[src/design/ubc_pkg.sv]
// Purpose: constants for the baud and frame configuration block
// Assumes: APB word addressing, 8-bit registers in low bits
// Notes: none
package ubc_pkg;
  // ----------------------------------------------------------------
  // register offsets (byte addresses)
  // ----------------------------------------------------------------
  localparam logic [7:0] OFS_DIV_HIGH = 8'h00;
  localparam logic [7:0] OFS_DIV_LOW = 8'h04;
  localparam logic [7:0] OFS_FRAME_CTRL = 8'h08;
  localparam logic [7:0] OFS_SECOND_CTRL = 8'h0c;
  localparam logic [7:0] OFS_IRQ_STATUS = 8'h10;
  localparam logic [7:0] OFS_IRQ_MASK = 8'h14;
  // ----------------------------------------------------------------
  // field positions
  // ----------------------------------------------------------------
  localparam int BIT_LIN_BREAK = 7;
  localparam int BIT_RX_EDGE = 6;
  localparam int BIT_LOOP = 7;
  localparam int BIT_HALT_WAIT = 6;
  localparam int BIT_RX_SRC = 5;
  localparam int BIT_NINE = 4;
  localparam int BIT_WAKE = 3;
  localparam int BIT_ILT = 2;
  localparam int BIT_PAR_EN = 1;
  localparam int BIT_PAR_ODD = 0;
  localparam int BIT_TX_ON = 3;
  localparam int BIT_RX_ON = 2;
  localparam int DIV_W = 13;
  // ----------------------------------------------------------------
  // reset values and timing
  // ----------------------------------------------------------------
  localparam logic [7:0] RST_DIV_HIGH = 8'h00;
  localparam logic [7:0] RST_DIV_LOW = 8'h04;
  localparam logic [7:0] RST_ZERO = 8'h00;
  localparam logic [7:0] HIGH_MASK = 8'hdf;
  localparam logic [7:0] IRQ_BITS = 8'hc0;
  localparam logic [3:0] OVERSAMPLE_LAST = 4'hf;
  localparam logic [3:0] IDLE_BITS_8 = 4'ha;
  localparam logic [3:0] IDLE_BITS_9 = 4'hb;
endpackage

[src/design/ubc_top.sv]
// Purpose: baud generator, frame config, pin routing, irq for a uart
// Assumes: inputs synchronous to i_core_clk; pready always high
// Notes: sampling tick is 16x the bit rate
// Functional notes
// - high divisor write buffers the divisor bits, irq enable bits 7:6 take effect at once; working divisor changes on low write.
// - baud generator idle after reset until rx_on or tx_on written one.
// - divisor value zero stops the baud generator completely.
// - divisor 1..8191 gives bit rate of bus clock over sixteen times divisor.
// - high bits 4:0 are divisor bits 12:8, low register bits 7:0.
// - high bit 7 enables interrupt from lin break flag; the code also needs mask_reg bit 7 set before o_irq rises.
// - high bit 6 enables interrupt from receive edge flag; the code also needs mask_reg bit 6 set before o_irq rises.
// - loop select routes receiver from transmit path, not the receive pin.
// - source bit ignored without loop; loop with source zero is internal.
// - loop plus source gives single wire on the transmit pin.
// - halt_in_wait zero keeps clocks in wait; one freezes them.
// - nine-bit bit selects eight or nine data bits, LSB first.
// - wake bit picks idle-line or address-mark wakeup.
// - idle needs 10 or 11 high bit times, start per idle type bit.
// - parity enable generates and checks parity on the top data bit.
// - parity odd select picks even or odd, counting the parity bit.
// - tx_on must be one to transmit; then transmit pin is driven, in single wire only while i_tx_dir is high.
// - loop select releases the receive pin even with rx_on set.
//
// Implementation choices: the register addresses and the APB interface to the registers.
`timescale 1ns/1ps
`default_nettype none
module ubc_top #(
  parameter int DIV_WIDTH = ubc_pkg::DIV_W
) (
  input wire logic i_core_clk,
  input wire logic i_rst,
  input wire logic i_psel,
  input wire logic i_penable,
  input wire logic i_pwrite,
  input wire logic [7:0] i_paddr,
  input wire logic [31:0] i_pwdata,
  output logic [31:0] o_prdata,
  output logic o_pready,
  output logic o_pslverr,
  input wire logic i_cpu_wait,
  input wire logic i_lin_break_det,
  input wire logic i_rx_pin,
  input wire logic i_tx_pin_in,
  input wire logic i_tx_serial,
  input wire logic i_tx_dir,
  input wire logic i_rx_start_seen,
  input wire logic i_rx_stop_seen,
  input wire logic [8:0] i_tx_char,
  input wire logic [8:0] i_rx_char,
  output logic o_tx_pin_out,
  output logic o_tx_pin_oe,
  output logic o_rx_pin_used,
  output logic o_rx_serial,
  output logic o_sample_tick,
  output logic o_bit_tick,
  output logic o_clocks_run,
  output logic o_nine_bit,
  output logic o_wake_addr_mark,
  output logic o_idle_count_after_stop,
  output logic o_parity_enable,
  output logic o_parity_odd_select,
  output logic o_tx_parity_bit,
  output logic o_rx_parity_err,
  output logic o_idle_detected,
  output logic o_irq
);
  import ubc_pkg::*;

  // the divisor layout is fixed by the two 8-bit registers
  if (DIV_WIDTH != DIV_W) begin : g_width_check
    $error("divisor width must be 13");
  end

  // ----------------------------------------------------------------
  // register bus
  // ----------------------------------------------------------------
  logic [7:0] div_high_reg, div_high_buf_reg, div_low_reg;
  logic [7:0] frame_reg, second_reg, status_reg, mask_reg;
  logic armed_reg;
  logic wr_en, rd_en, mapped;
  logic [12:0] divisor_value;

  function automatic logic hit(input logic [7:0] a, input logic [7:0] ofs);
    hit = (a == ofs);
  endfunction

  assign wr_en = i_psel && i_penable && i_pwrite;
  assign rd_en = i_psel && i_penable && !i_pwrite;
  assign mapped = hit(i_paddr, OFS_DIV_HIGH) || hit(i_paddr, OFS_DIV_LOW) ||
                  hit(i_paddr, OFS_FRAME_CTRL) || hit(i_paddr, OFS_SECOND_CTRL) ||
                  hit(i_paddr, OFS_IRQ_STATUS) || hit(i_paddr, OFS_IRQ_MASK);
  assign o_pready = 1'b1;
  assign o_pslverr = i_psel && i_penable && !mapped;

  always_comb begin
    o_prdata = 32'h0000_0000;
    if (rd_en) begin
      case (1'b1)
        hit(i_paddr, OFS_DIV_HIGH): o_prdata[7:0] = div_high_buf_reg;
        hit(i_paddr, OFS_DIV_LOW): o_prdata[7:0] = div_low_reg;
        hit(i_paddr, OFS_FRAME_CTRL): o_prdata[7:0] = frame_reg;
        hit(i_paddr, OFS_SECOND_CTRL): o_prdata[7:0] = second_reg;
        hit(i_paddr, OFS_IRQ_STATUS): o_prdata[7:0] = status_reg;
        hit(i_paddr, OFS_IRQ_MASK): o_prdata[7:0] = mask_reg;
        default: o_prdata = 32'h0000_0000;
      endcase
    end
  end

  // high write lands in the buffer and in working bits 7:6; the rest of the working copy follows on low write
  always_ff @(posedge i_core_clk or posedge i_rst) begin
    if (i_rst) begin
      div_high_buf_reg <= RST_DIV_HIGH;
      div_high_reg <= RST_DIV_HIGH;
      div_low_reg <= RST_DIV_LOW;
    end else if (wr_en && hit(i_paddr, OFS_DIV_HIGH)) begin
      div_high_buf_reg <= i_pwdata[7:0] & HIGH_MASK;
      div_high_reg[7:6] <= i_pwdata[7:6];
    end else if (wr_en && hit(i_paddr, OFS_DIV_LOW)) begin
      div_low_reg <= i_pwdata[7:0];
      div_high_reg <= div_high_buf_reg;
    end
  end

  assign divisor_value = {div_high_reg[4:0], div_low_reg};

  always_ff @(posedge i_core_clk or posedge i_rst) begin
    if (i_rst) begin
      frame_reg <= RST_ZERO;
      second_reg <= RST_ZERO;
      mask_reg <= RST_ZERO;
    end else if (wr_en) begin
      if (hit(i_paddr, OFS_FRAME_CTRL)) frame_reg <= i_pwdata[7:0];
      if (hit(i_paddr, OFS_SECOND_CTRL)) second_reg <= i_pwdata[7:0];
      if (hit(i_paddr, OFS_IRQ_MASK)) mask_reg <= i_pwdata[7:0] & IRQ_BITS;
    end
  end

  // stays set: for a nonzero divisor the generator idles again only when frozen in wait
  always_ff @(posedge i_core_clk or posedge i_rst) begin
    if (i_rst) begin
      armed_reg <= 1'b0;
    end else if (wr_en && hit(i_paddr, OFS_SECOND_CTRL) &&
                 (i_pwdata[BIT_TX_ON] || i_pwdata[BIT_RX_ON])) begin
      armed_reg <= 1'b1;
    end
  end

  // ----------------------------------------------------------------
  // baud generator
  // ----------------------------------------------------------------
  logic [12:0] baud_cnt_reg;
  logic [3:0] sub_cnt_reg;
  logic baud_run, baud_hit;

  assign o_clocks_run = !(i_cpu_wait && frame_reg[BIT_HALT_WAIT]);
  assign baud_run = armed_reg && (divisor_value != 13'h0000) && o_clocks_run;
  assign baud_hit = baud_run && (baud_cnt_reg >= divisor_value - 13'h0001);

  always_ff @(posedge i_core_clk or posedge i_rst) begin
    if (i_rst) begin
      baud_cnt_reg <= 13'h0000;
      o_sample_tick <= 1'b0;
    end else if (!baud_run) begin
      baud_cnt_reg <= baud_cnt_reg; // frozen in wait, cleared below if off
      if (divisor_value == 13'h0000 || !armed_reg) baud_cnt_reg <= 13'h0000;
      o_sample_tick <= 1'b0;
    end else if (baud_hit) begin
      baud_cnt_reg <= 13'h0000;
      o_sample_tick <= 1'b1;
    end else begin
      baud_cnt_reg <= baud_cnt_reg + 13'h0001;
      o_sample_tick <= 1'b0;
    end
  end

  always_ff @(posedge i_core_clk or posedge i_rst) begin
    if (i_rst) begin
      sub_cnt_reg <= 4'h0;
      o_bit_tick <= 1'b0;
    end else begin
      o_bit_tick <= baud_hit && (sub_cnt_reg == OVERSAMPLE_LAST);
      if (!armed_reg || divisor_value == 13'h0000) sub_cnt_reg <= 4'h0;
      else if (baud_hit) sub_cnt_reg <= sub_cnt_reg + 4'h1;
    end
  end

  // ----------------------------------------------------------------
  // pin routing
  // ----------------------------------------------------------------
  logic loop_sel, single_wire, rx_serial_prev_reg;
  assign loop_sel = frame_reg[BIT_LOOP];
  assign single_wire = loop_sel && frame_reg[BIT_RX_SRC];

  always_ff @(posedge i_core_clk or posedge i_rst) begin
    if (i_rst) begin
      o_rx_serial <= 1'b1;
      o_tx_pin_out <= 1'b1;
      rx_serial_prev_reg <= 1'b1;
    end else begin
      o_tx_pin_out <= i_tx_serial;
      rx_serial_prev_reg <= o_rx_serial;
      if (!loop_sel) o_rx_serial <= i_rx_pin;
      else if (single_wire) o_rx_serial <= i_tx_pin_in;
      else o_rx_serial <= i_tx_serial;
    end
  end

  // single wire lets the transmitter turn the pin around
  assign o_tx_pin_oe = second_reg[BIT_TX_ON] && (!single_wire || i_tx_dir);
  assign o_rx_pin_used = second_reg[BIT_RX_ON] && !loop_sel;

  // ----------------------------------------------------------------
  // frame format and parity
  // ----------------------------------------------------------------
  logic [8:0] tx_body;
  assign o_nine_bit = frame_reg[BIT_NINE];
  assign o_wake_addr_mark = frame_reg[BIT_WAKE];
  assign o_idle_count_after_stop = frame_reg[BIT_ILT];
  assign o_parity_enable = frame_reg[BIT_PAR_EN];
  assign o_parity_odd_select = frame_reg[BIT_PAR_ODD];
  assign tx_body = o_nine_bit ? {1'b0, i_tx_char[7:0]} : {2'b00, i_tx_char[6:0]};

  always_ff @(posedge i_core_clk or posedge i_rst) begin
    if (i_rst) begin
      o_tx_parity_bit <= 1'b0;
      o_rx_parity_err <= 1'b0;
    end else begin
      o_tx_parity_bit <= (^tx_body) ^ o_parity_odd_select;
      o_rx_parity_err <= o_parity_enable && ((o_nine_bit ? ^i_rx_char :
                         ^i_rx_char[7:0]) != o_parity_odd_select);
    end
  end

  // ----------------------------------------------------------------
  // idle detector
  // ----------------------------------------------------------------
  logic [3:0] idle_cnt_reg;
  logic idle_active_reg;
  logic idle_start;
  assign idle_start = o_idle_count_after_stop ? i_rx_stop_seen : i_rx_start_seen;

  always_ff @(posedge i_core_clk or posedge i_rst) begin
    if (i_rst) begin
      idle_cnt_reg <= 4'h0;
      idle_active_reg <= 1'b0;
      o_idle_detected <= 1'b0;
    end else begin
      o_idle_detected <= 1'b0;
      if (idle_start) begin
        idle_cnt_reg <= 4'h0;
        idle_active_reg <= 1'b1;
      end else if (idle_active_reg && !o_rx_serial) begin
        idle_cnt_reg <= 4'h0;
      end else if (idle_active_reg && o_bit_tick) begin
        idle_cnt_reg <= idle_cnt_reg + 4'h1;
        if (idle_cnt_reg + 4'h1 == (o_nine_bit ? IDLE_BITS_9 : IDLE_BITS_8)) begin
          o_idle_detected <= 1'b1;
          idle_active_reg <= 1'b0;
        end
      end
    end
  end

  // ----------------------------------------------------------------
  // interrupts
  // ----------------------------------------------------------------
  logic [7:0] event_set, irq_enable;
  assign event_set = {i_lin_break_det,
                      second_reg[BIT_RX_ON] && rx_serial_prev_reg && !o_rx_serial,
                      6'h00};

  // set wins over a write-one clear in the same cycle
  always_ff @(posedge i_core_clk or posedge i_rst) begin
    if (i_rst) begin
      status_reg <= RST_ZERO;
    end else begin
      status_reg <= (status_reg & ~((wr_en && hit(i_paddr, OFS_IRQ_STATUS)) ?
                    i_pwdata[7:0] : 8'h00)) | event_set;
    end
  end

  assign irq_enable = {div_high_reg[BIT_LIN_BREAK], div_high_reg[BIT_RX_EDGE], 6'h00};
  assign o_irq = |(status_reg & irq_enable & mask_reg);

  // ----------------------------------------------------------------
  // assertions
  // ----------------------------------------------------------------
  div_hold_a: assert property (@(posedge i_core_clk) disable iff (i_rst)
    !(wr_en && hit(i_paddr, OFS_DIV_LOW)) |=> $stable(divisor_value))
    else $error("divisor changed without low write");
  div_load_a: assert property (@(posedge i_core_clk) disable iff (i_rst)
    (wr_en && hit(i_paddr, OFS_DIV_LOW)) |=>
    divisor_value == {$past(div_high_buf_reg[4:0]), $past(i_pwdata[7:0])})
    else $error("divisor not assembled from buffer and low");
  idle_unarmed_a: assert property (@(posedge i_core_clk) disable iff (i_rst)
    !armed_reg |-> !o_sample_tick && !o_bit_tick)
    else $error("tick before generator enabled");
  zero_off_a: assert property (@(posedge i_core_clk) disable iff (i_rst)
    (divisor_value == 13'h0000) |=> !o_sample_tick && baud_cnt_reg == 13'h0000)
    else $error("generator active with zero divisor");
  tick_space_a: assert property (@(posedge i_core_clk) disable iff (i_rst)
    (o_sample_tick && divisor_value == 13'h0002 && $stable(divisor_value) &&
     baud_run) |=> !o_sample_tick ##1 (o_sample_tick || !baud_run))
    else $error("tick spacing wrong for divisor two");
  irq_lin_a: assert property (@(posedge i_core_clk) disable iff (i_rst)
    (status_reg[BIT_LIN_BREAK] && div_high_reg[BIT_LIN_BREAK] && mask_reg[BIT_LIN_BREAK])
    |-> o_irq)
    else $error("lin break irq missing");
  irq_gate_a: assert property (@(posedge i_core_clk) disable iff (i_rst)
    (!div_high_reg[BIT_LIN_BREAK] && !div_high_reg[BIT_RX_EDGE]) |-> !o_irq)
    else $error("irq without enable");
  loop_route_a: assert property (@(posedge i_core_clk) disable iff (i_rst)
    (loop_sel && !frame_reg[BIT_RX_SRC]) |=> o_rx_serial == $past(i_tx_serial))
    else $error("loop does not feed receiver from transmitter");
  wire_route_a: assert property (@(posedge i_core_clk) disable iff (i_rst)
    single_wire |=> o_rx_serial == $past(i_tx_pin_in))
    else $error("single wire routing wrong");
  rx_release_a: assert property (@(posedge i_core_clk) disable iff (i_rst)
    loop_sel |-> !o_rx_pin_used)
    else $error("receive pin held in loop mode");
  tx_drive_a: assert property (@(posedge i_core_clk) disable iff (i_rst)
    !second_reg[BIT_TX_ON] |-> !o_tx_pin_oe)
    else $error("transmit pin driven while off");
  wait_freeze_a: assert property (@(posedge i_core_clk) disable iff (i_rst)
    (i_cpu_wait && frame_reg[BIT_HALT_WAIT]) |=> !o_sample_tick)
    else $error("clocks ran in wait while halted");
  par_even_a: assert property (@(posedge i_core_clk) disable iff (i_rst)
    (!o_nine_bit && !o_parity_odd_select) |=> o_tx_parity_bit == ^$past(i_tx_char[6:0]))
    else $error("even parity bit wrong");
endmodule
`default_nettype wire

[config.mk]
export PLATFORM = sky130hd
export DESIGN_NAME = ubc_top
export DESIGN_NICKNAME = d
export VERILOG_FILES = /design/src/design/ubc_pkg.sv /design/src/design/ubc_top.sv
export SDC_FILE = /design/constraint.sdc
export NUM_CORES = 1
export LEC_CHECK = 0
export BUFFER_PORTS_ARGS = -buffer_cell sky130_fd_sc_hd__buf_2
export CAP_MARGIN = 0
export CORE_MARGIN = 2
export CORE_UTILIZATION = 35
export CTS_CLUSTER_DIAMETER = 60
export CTS_CLUSTER_SIZE = 20
export DETAILED_ROUTE_END_ITERATION = 10
export HOLD_SLACK_MARGIN = 0.03
export PLACE_DENSITY = 0.57
export SYNTH_ARGS = -nofsm -noshare
export SYNTH_HDL_FRONTEND = slang
export SYNTH_SLANG_ARGS = --single-unit
export TNS_END_PERCENT = 10
[constraint.sdc]
create_clock -name i_core_clk -period 4.7 [get_ports i_core_clk]
set_input_delay 0 -clock i_core_clk [delete_from_list [all_inputs] [get_ports i_core_clk]]
set_output_delay 0 -clock i_core_clk [all_outputs]
set_load 0.02 [all_outputs]
==> results.py, run 1 <==
metrics = {
    "timing": {
        "period_minus_slack_ps": 3480,
        "fin_setup_tns_ps": 0,
        "finalSetupViolations": 0,
        "fmax_mhz": 287,
        "finalClockSkew_ps": 7.01,
        "drv_slew": 0,
        "period_share": 0.741,
        "rsz0062_at_grt": "false",
        "relSlewSlack": 0.318,
        "tightest_slew_ps": 1020,
        "layout_setup_ws_ps": 1220,
        "final-hold-violation-count": 0,
    },
    "logic_synthesis": {
        "syn_avg_cell_area_um2": 10.6,
        "synthCells": 443,
        "synth_edf_count": 0,
        "yosysUniqueCellTypes": 61,
        "ys.flop_type": "dfrtp_1",
        "yosysSeqAreaShare": 0.423,
        "async_reset_ff_frac": 1.00,
        "synth_seq_cells": 79,
        "syn_area_mm2": 0.00469,
        "ys_warn_count": 0,
    },
    "layout": {
        "final_nets": 615,
        "fill_cells": 1315,
        "multi_input_area_mm2": 0.00247,
        "seq_area_mm2": 0.00198,
        "final_core_utilization": 0.423,
        "drive_gt1_frac": 0.271,
        "largest_reg_flops": 13,
        "diodes": 0,
        "final_common_cell": "dfrtp_1",
        "area_growth_syn_to_layout_pct": 19.0,
        "layout_common_cells": "dfrtp_1 (75), buf_2 (70), nand2_1 (37), mux2_2 (29), xnor2_1 (27)",
    },
    "hold_path": {
        "holdPathStages": 4,
        "hp-class": "in2reg",
        "whs_endpoint": "o_tx_parity_bit",
        "hp-start": "i_tx_char[7]",
    },
    "global_route": {
        "grt_pass1_wl_um": 17600,
        "antenna_found_initial": 0,
        "grt_usage": 0.154,
        "first_global_vias": 3537,
        "grt_max_degree": 80,
        "gr-total-overflow": 0,
    },
    "critical_path": {
        "crit_type": "reg2reg",
        "slowest_delay_ps": 590,
        "cp_common_cell": "nor2_1",
        "worstReg2RegEnd": "baud_cnt_reg[2]",
        "reg2reg_from": "div_low_reg[7]",
        "slowest_stage": "or4_4",
        "path_delay_family": "simple AND/OR/NAND/NOR gates",
        "required_ps": 4980,
        "cp.arrival_ps": 3760,
        "reg2reg_slack_ps": 1220,
        "cp_max_fo": 23,
        "cp-end-kind": "flip-flop",
        "reg2reg_depth": 12,
        "start_kind": "flip-flop",
        "path_cells": "or4_4, or3_1, nor2_1, xnor2_1, ha_1, a211oi_1, nor2_1, a311oi_1, o211ai_1, buf_4, o311ai_0, o21a_1",
        "worst-path-buf-inv": 1,
    },
    "power_and_ir_drop": {
        "power.density_mw_per_mm2": 302,
        "p_leak_nw": 2.66,
        "ir_worst_vdd_v": 0.000182,
        "power_w": 0.00169,
    },
    "routing": {
        "dr.pass1.iters": 4,
        "drc": 0,
        "ant_nets": 0,
        "vias": 3541,
        "postRouteWirelength_um": 10400,
        "drt-initial-drc-count": 167,
        "vias_per_cell": 5.01,
        "wl_per_cell_um": 14.8,
    },
    "run": {
        "cap_violations": 0,
    },
    "placement": {
        "place.port_buffers": 70,
        "dp_worst_setup_slack_ps": 1230,
        "dpl.hpwl_um": 7600,
        "gp_congestion": 0.785,
    },
    "cts": {
        "post_cts_resize_count": 0,
        "cts_tree": "yes",
        "insertion_delay_ps": 340,
        "cts.sinks": 79,
        "cts_root_buf": "clkbuf_16",
        "path_clk_slew_ps": 60,
        "ctsLongestPathBuffers": 2,
        "cts_buffers": 9,
        "htreeDepth": 3,
    },
    "floorplanning": {
        "rows": 42,
        "initial_core_util": 0.356,
        "coreArea_mm2": 0.0132,
        "die_y_um": 120,
        "fp.dieW_um": 120,
        "ios": 121,
        "die-area_mm2": 0.0143,
    },
    "status": {
        "status": "finished, final reports clean",
    },
}
where the power goes:
part	leakage, nW	switching, W	internal (W)
clock network	0.169	0.000297	0.000536
logic	1.43	0.0000912	0.0000625
registers	1.06	0.00000712	0.000691
cells in the mapped netlist (4+ instances only):
library cell | count | area [um2]
xor2_1 | 8 | 70.1
nor3_1 | 14 | 70.1
nor4_1 | 4 | 25.0
a22o_1 | 5 | 43.8
buf_6 | 4 | 45.0
a21oi_1 | 22 | 110
nand3_1 | 14 | 70.1
nor3b_1 | 6 | 45.0
a22oi_1 | 7 | 52.6
buf_4 | 27 | 203
dfrtp_1 | 75 | 1880
nor2_1 | 22 | 82.6
o21a_1 | 5 | 37.5
mux2_4 | 8 | 120
inv_1 | 8 | 30.0
o21ai_0 | 12 | 60.1
xnor2_1 | 27 | 236
a21boi_0 | 6 | 45.0
or3_1 | 4 | 25.0
mux2_2 | 29 | 327
nand2_1 | 37 | 139
ha_1 | 18 | 225
dfstp_2 | 4 | 105
o311ai_0 | 4 | 35.0
mux2i_1 | 14 | 140
cell families (layout without fill, tap and decap cells):
kind of cell,count (synthesis),after routing,share of synthesized area
AO/OA/AOI/OAI,80,80,0.114
XOR/XNOR,35,35,0.0654
adder cells (fa/ha/maj),18,18,0.0480
buffers and inverters,47,112,0.0699
flip-flops,79,79,0.423
multiplexers,51,51,0.125
other,2,25,0.00160
AND/OR/NAND/NOR,131,131,0.154
final cells by class:
cell class	instances	share of cell area
timing repair buffer	88	0.0942
multi-input combinational	340	0.442
inverter	8	0.00561
tap	176	0.0395
clock inverter	6	0.0206
sequential	79	0.355
clock buffer	10	0.0428
metrics by stage:
step                hold slack, ps  std cells  cell area (um2)
floorplan                     4.48        466             4780
global placement               115        675             5070
detailed placement             121        675             5070
CTS                           36.3        707             5580
global route                  76.1        707             5580
finish                        46.4        707             5580
worst min-delay path: stages:
cell and delay (ps):
buf_2 90, nand2_1 70, xnor2_1 130, xnor2_1 60
routing by layer:
metal | routed length, um | GRT usage
met2 | 4970 | 0.250
met1 | 4840 | 0.203
met5 | 0 | 0
met4 | 248 | 0.0669
met3 | 371 | 0.0280
worst max path at each step:
stage	startpoint	to	cells past startpoint
after floorplan	div_low_reg[7]	sub_cnt_reg[1]	12
after global placement	div_low_reg[7]	sub_cnt_reg[0]	12
after detailed placement	div_low_reg[7]	baud_cnt_reg[7]	12
after CTS	div_low_reg[7]	baud_cnt_reg[2]	12
after global routing	div_low_reg[7]	baud_cnt_reg[7]	12
final	div_low_reg[7]	baud_cnt_reg[2]	12
what timing repair did:
action | CTS | global route
setup buffers | 0 | 0
endpoints found under the hold margin | 85 | 0
hold buffers | 16 | 0
Note: power is estimated with default switching activity, not from simulation.
==> inputs of run 2 (changes only) <==
- ABC_AREA: unset -> 1
- PLACE_DENSITY: 0.57 -> 0.58
- clock period: 4.7 -> 3.1 ns (I/O delays scaled with it)
==> results.py, run 2 <==
metrics = {
    "cts": {
        "path_clk_slew_ps": 60,
        "cts_buffers": 9,
        "ctsLongestPathBuffers": 2,
        "htreeDepth": 3,
        "cts_tree": "yes",
        "cts.sinks": 79,
        "insertion_delay_ps": 340,
        "cts_root_buf": "clkbuf_16",
    },
    "power_and_ir_drop": {
        "power.density_mw_per_mm2": 410,
        "power_w": 0.00244,
        "ir_worst_vdd_v": 0.000320,
        "p_leak_nw": 3.27,
    },
    "logic_synthesis": {
        "netlist_top_cells_count": "nand2_1 (156), dfrtp_1 (75), inv_1 (75), nand3_1 (58), nor2_1 (43)",
        "synth_area_leaders": "dfrtp_1 (36%), nand2_1 (11%), nand3_1 (5.6%)",
        "synthCells": 635,
        "post-synth-top-count-cell": "nand2_1",
        "ys_warn_count": 0,
        "syn_area_mm2": 0.00514,
        "yosysTopAreaCellShare": 0.365,
        "async_reset_ff_frac": 1.00,
        "synth_area_leader_cell": "dfrtp_1",
        "synth_seq_cells": 79,
        "yosysSeqAreaShare": 0.385,
        "synth_edf_count": 0,
        "ys.flop_type": "dfrtp_1",
        "yosysUniqueCellTypes": 40,
        "syn_avg_cell_area_um2": 8.10,
    },
    "critical_path": {
        "cp_max_fo": 19,
        "path_cells": "inv_1, ha_1, nand2_1, inv_1, nand2_1, nor4_2, xnor2_1, ha_1, nand2_1, nand2_1, nand2_1, nand2_1, a21oi_1, nand3_2, nand2_8, nand3_1, nand2_1",
        "cp-end-kind": "flip-flop",
        "cp_common_cell": "nand2_1",
        "crit_type": "reg2reg",
        "slowest_delay_ps": 420,
        "start_kind": "flip-flop",
        "required_ps": 3380,
        "reg2reg_depth": 17,
        "slowest_stage": "dfrtp_1",
        "cp.arrival_ps": 2990,
    },
    "hold_path": {
        "hp-class": "in2reg",
        "holdPathStages": 5,
    },
    "timing": {
        "fin_setup_tns_ps": 0,
        "fmax_mhz": 369,
        "period_share": 0.875,
        "finalClockSkew_ps": 4.48,
        "finalSetupViolations": 0,
        "rsz0062_at_grt": "false",
        "final-hold-violation-count": 0,
        "period_minus_slack_ps": 2710,
        "drv_slew": 0,
        "relSlewSlack": 0.305,
        "tightest_slew_ps": 1040,
    },
    "placement": {
        "gp_congestion": 0.795,
        "place.port_buffers": 70,
        "dpl.hpwl_um": 8590,
        "dp.cells": 879,
    },
    "layout": {
        "fin_cells": 905,
        "largest_reg_flops": 13,
        "final_common_cell": "nand2_1",
        "final_nets": 805,
        "diodes": 0,
        "layout_common_cells": "nand2_1 (156), dfrtp_1 (75), inv_1 (74), buf_2 (70), nand3_1 (58)",
        "area_growth_syn_to_layout_pct": 15.8,
        "fill_cells": 1510,
        "drive_gt1_frac": 0.211,
    },
    "global_route": {
        "grt_pass1_wl_um": 19700,
        "gr-total-overflow": 0,
        "antenna_found_initial": 0,
        "grt_usage": 0.155,
        "first_global_vias": 4026,
        "grt_max_degree": 58,
    },
    "floorplanning": {
        "ios": 121,
        "rows": 44,
        "coreArea_mm2": 0.0144,
        "fp.dieW_um": 125,
        "die_y_um": 125,
        "initial_core_util": 0.357,
        "die-area_mm2": 0.0157,
    },
    "routing": {
        "dr.pass1.iters": 4,
        "vias": 4181,
        "wl_per_cell_um": 12.9,
        "vias_per_cell": 4.62,
        "ant_nets": 0,
        "drt-initial-drc-count": 255,
        "drc": 0,
        "postRouteWirelength_um": 11600,
    },
    "run": {
        "cap_violations": 0,
    },
    "status": {
        "status": "finished, final reports clean",
    },
}
-- run 2: worst max-delay path: cells and delay by family, from the launching register on --
family | cells | cell delay, ps
and+or+nand+nor | 11 | 1190
DFF | 1 | 420
AOI/OAI and AO/OA | 1 | 150
buffers and inverters | 2 | 230
xor gates and xnor gates | 1 | 170
adders and majority gates | 2 | 490
-- run 2: layout make-up --
type                            instances  area (um2)  area share
Clock buffer                           10         229      0.0385
Clock inverter                          6        83.8      0.0141
Inverter                               79         305      0.0513
Multi-Input combinational cell        464        2650       0.445
Sequential cell                        79        1980       0.333
Tap cell                              184         230      0.0387
Timing Repair Buffer                   83         473      0.0794
-- run 2: final timing paths --
path	from	end	slack, ps
max	div_low_reg[0]	baud_cnt_reg[3]	390
min	i_rx_stop_seen	idle_active_reg	40
max reg2reg	div_low_reg[0]	baud_cnt_reg[3]	390
min reg2reg	o_rx_serial	rx_serial_prev_reg	390
max in group asynchronous	i_rst	mask_reg[6]	1930
min in group asynchronous	i_rst	o_idle_detected	430
-- run 2: report_power, final --
part           internal [W]  total, W  switching [W]
clock network      0.000704   0.00113       0.000427
logic             0.0000867  0.000254       0.000168
registers           0.00105   0.00106      0.0000112
-- run 2: what timing repair did --
action | in CTS | in global routing
endpoints found under the hold margin | 62 | 0
gates resized for setup | 0 | 2
setup endpoints to repair | 0 | 17
hold buffers | 10 | 0
setup buffers | 0 | 0
-- run 2: cell families after synthesis --
logic type,synth area share
compound gates,0.0990
xor+xnor,0.0715
fa+ha+maj,0.0438
buf+inv,0.118
flops,0.385
mux,0.00195
other cells,0.00146
simple gates,0.279
-- run 2: layer usage --
| metal | global-route usage | share of wire |
|---|---|---|
| met1 | 0.217 | 0.50 |
| met4 | 0.0562 | 0.021 |
| met5 | 0 | 0 |
| met3 | 0.0317 | 0.040 |
| met2 | 0.237 | 0.44 |
-- run 2: through the flow --
stage / cell area [um2] / worst slack, ps / hold WS (ps) / utilization
finish: 5950 / 388 / 40.7 / 0.413
floorplan: 5230 / 659 / 4.48 / -
global placement: 5530 / 353 / 121 / 0.383
CTS: 5940 / 274 / 36.2 / 0.412
global route: 5950 / 79.3 / 55.1 / 0.413
detailed placement: 5530 / 272 / 124 / 0.383
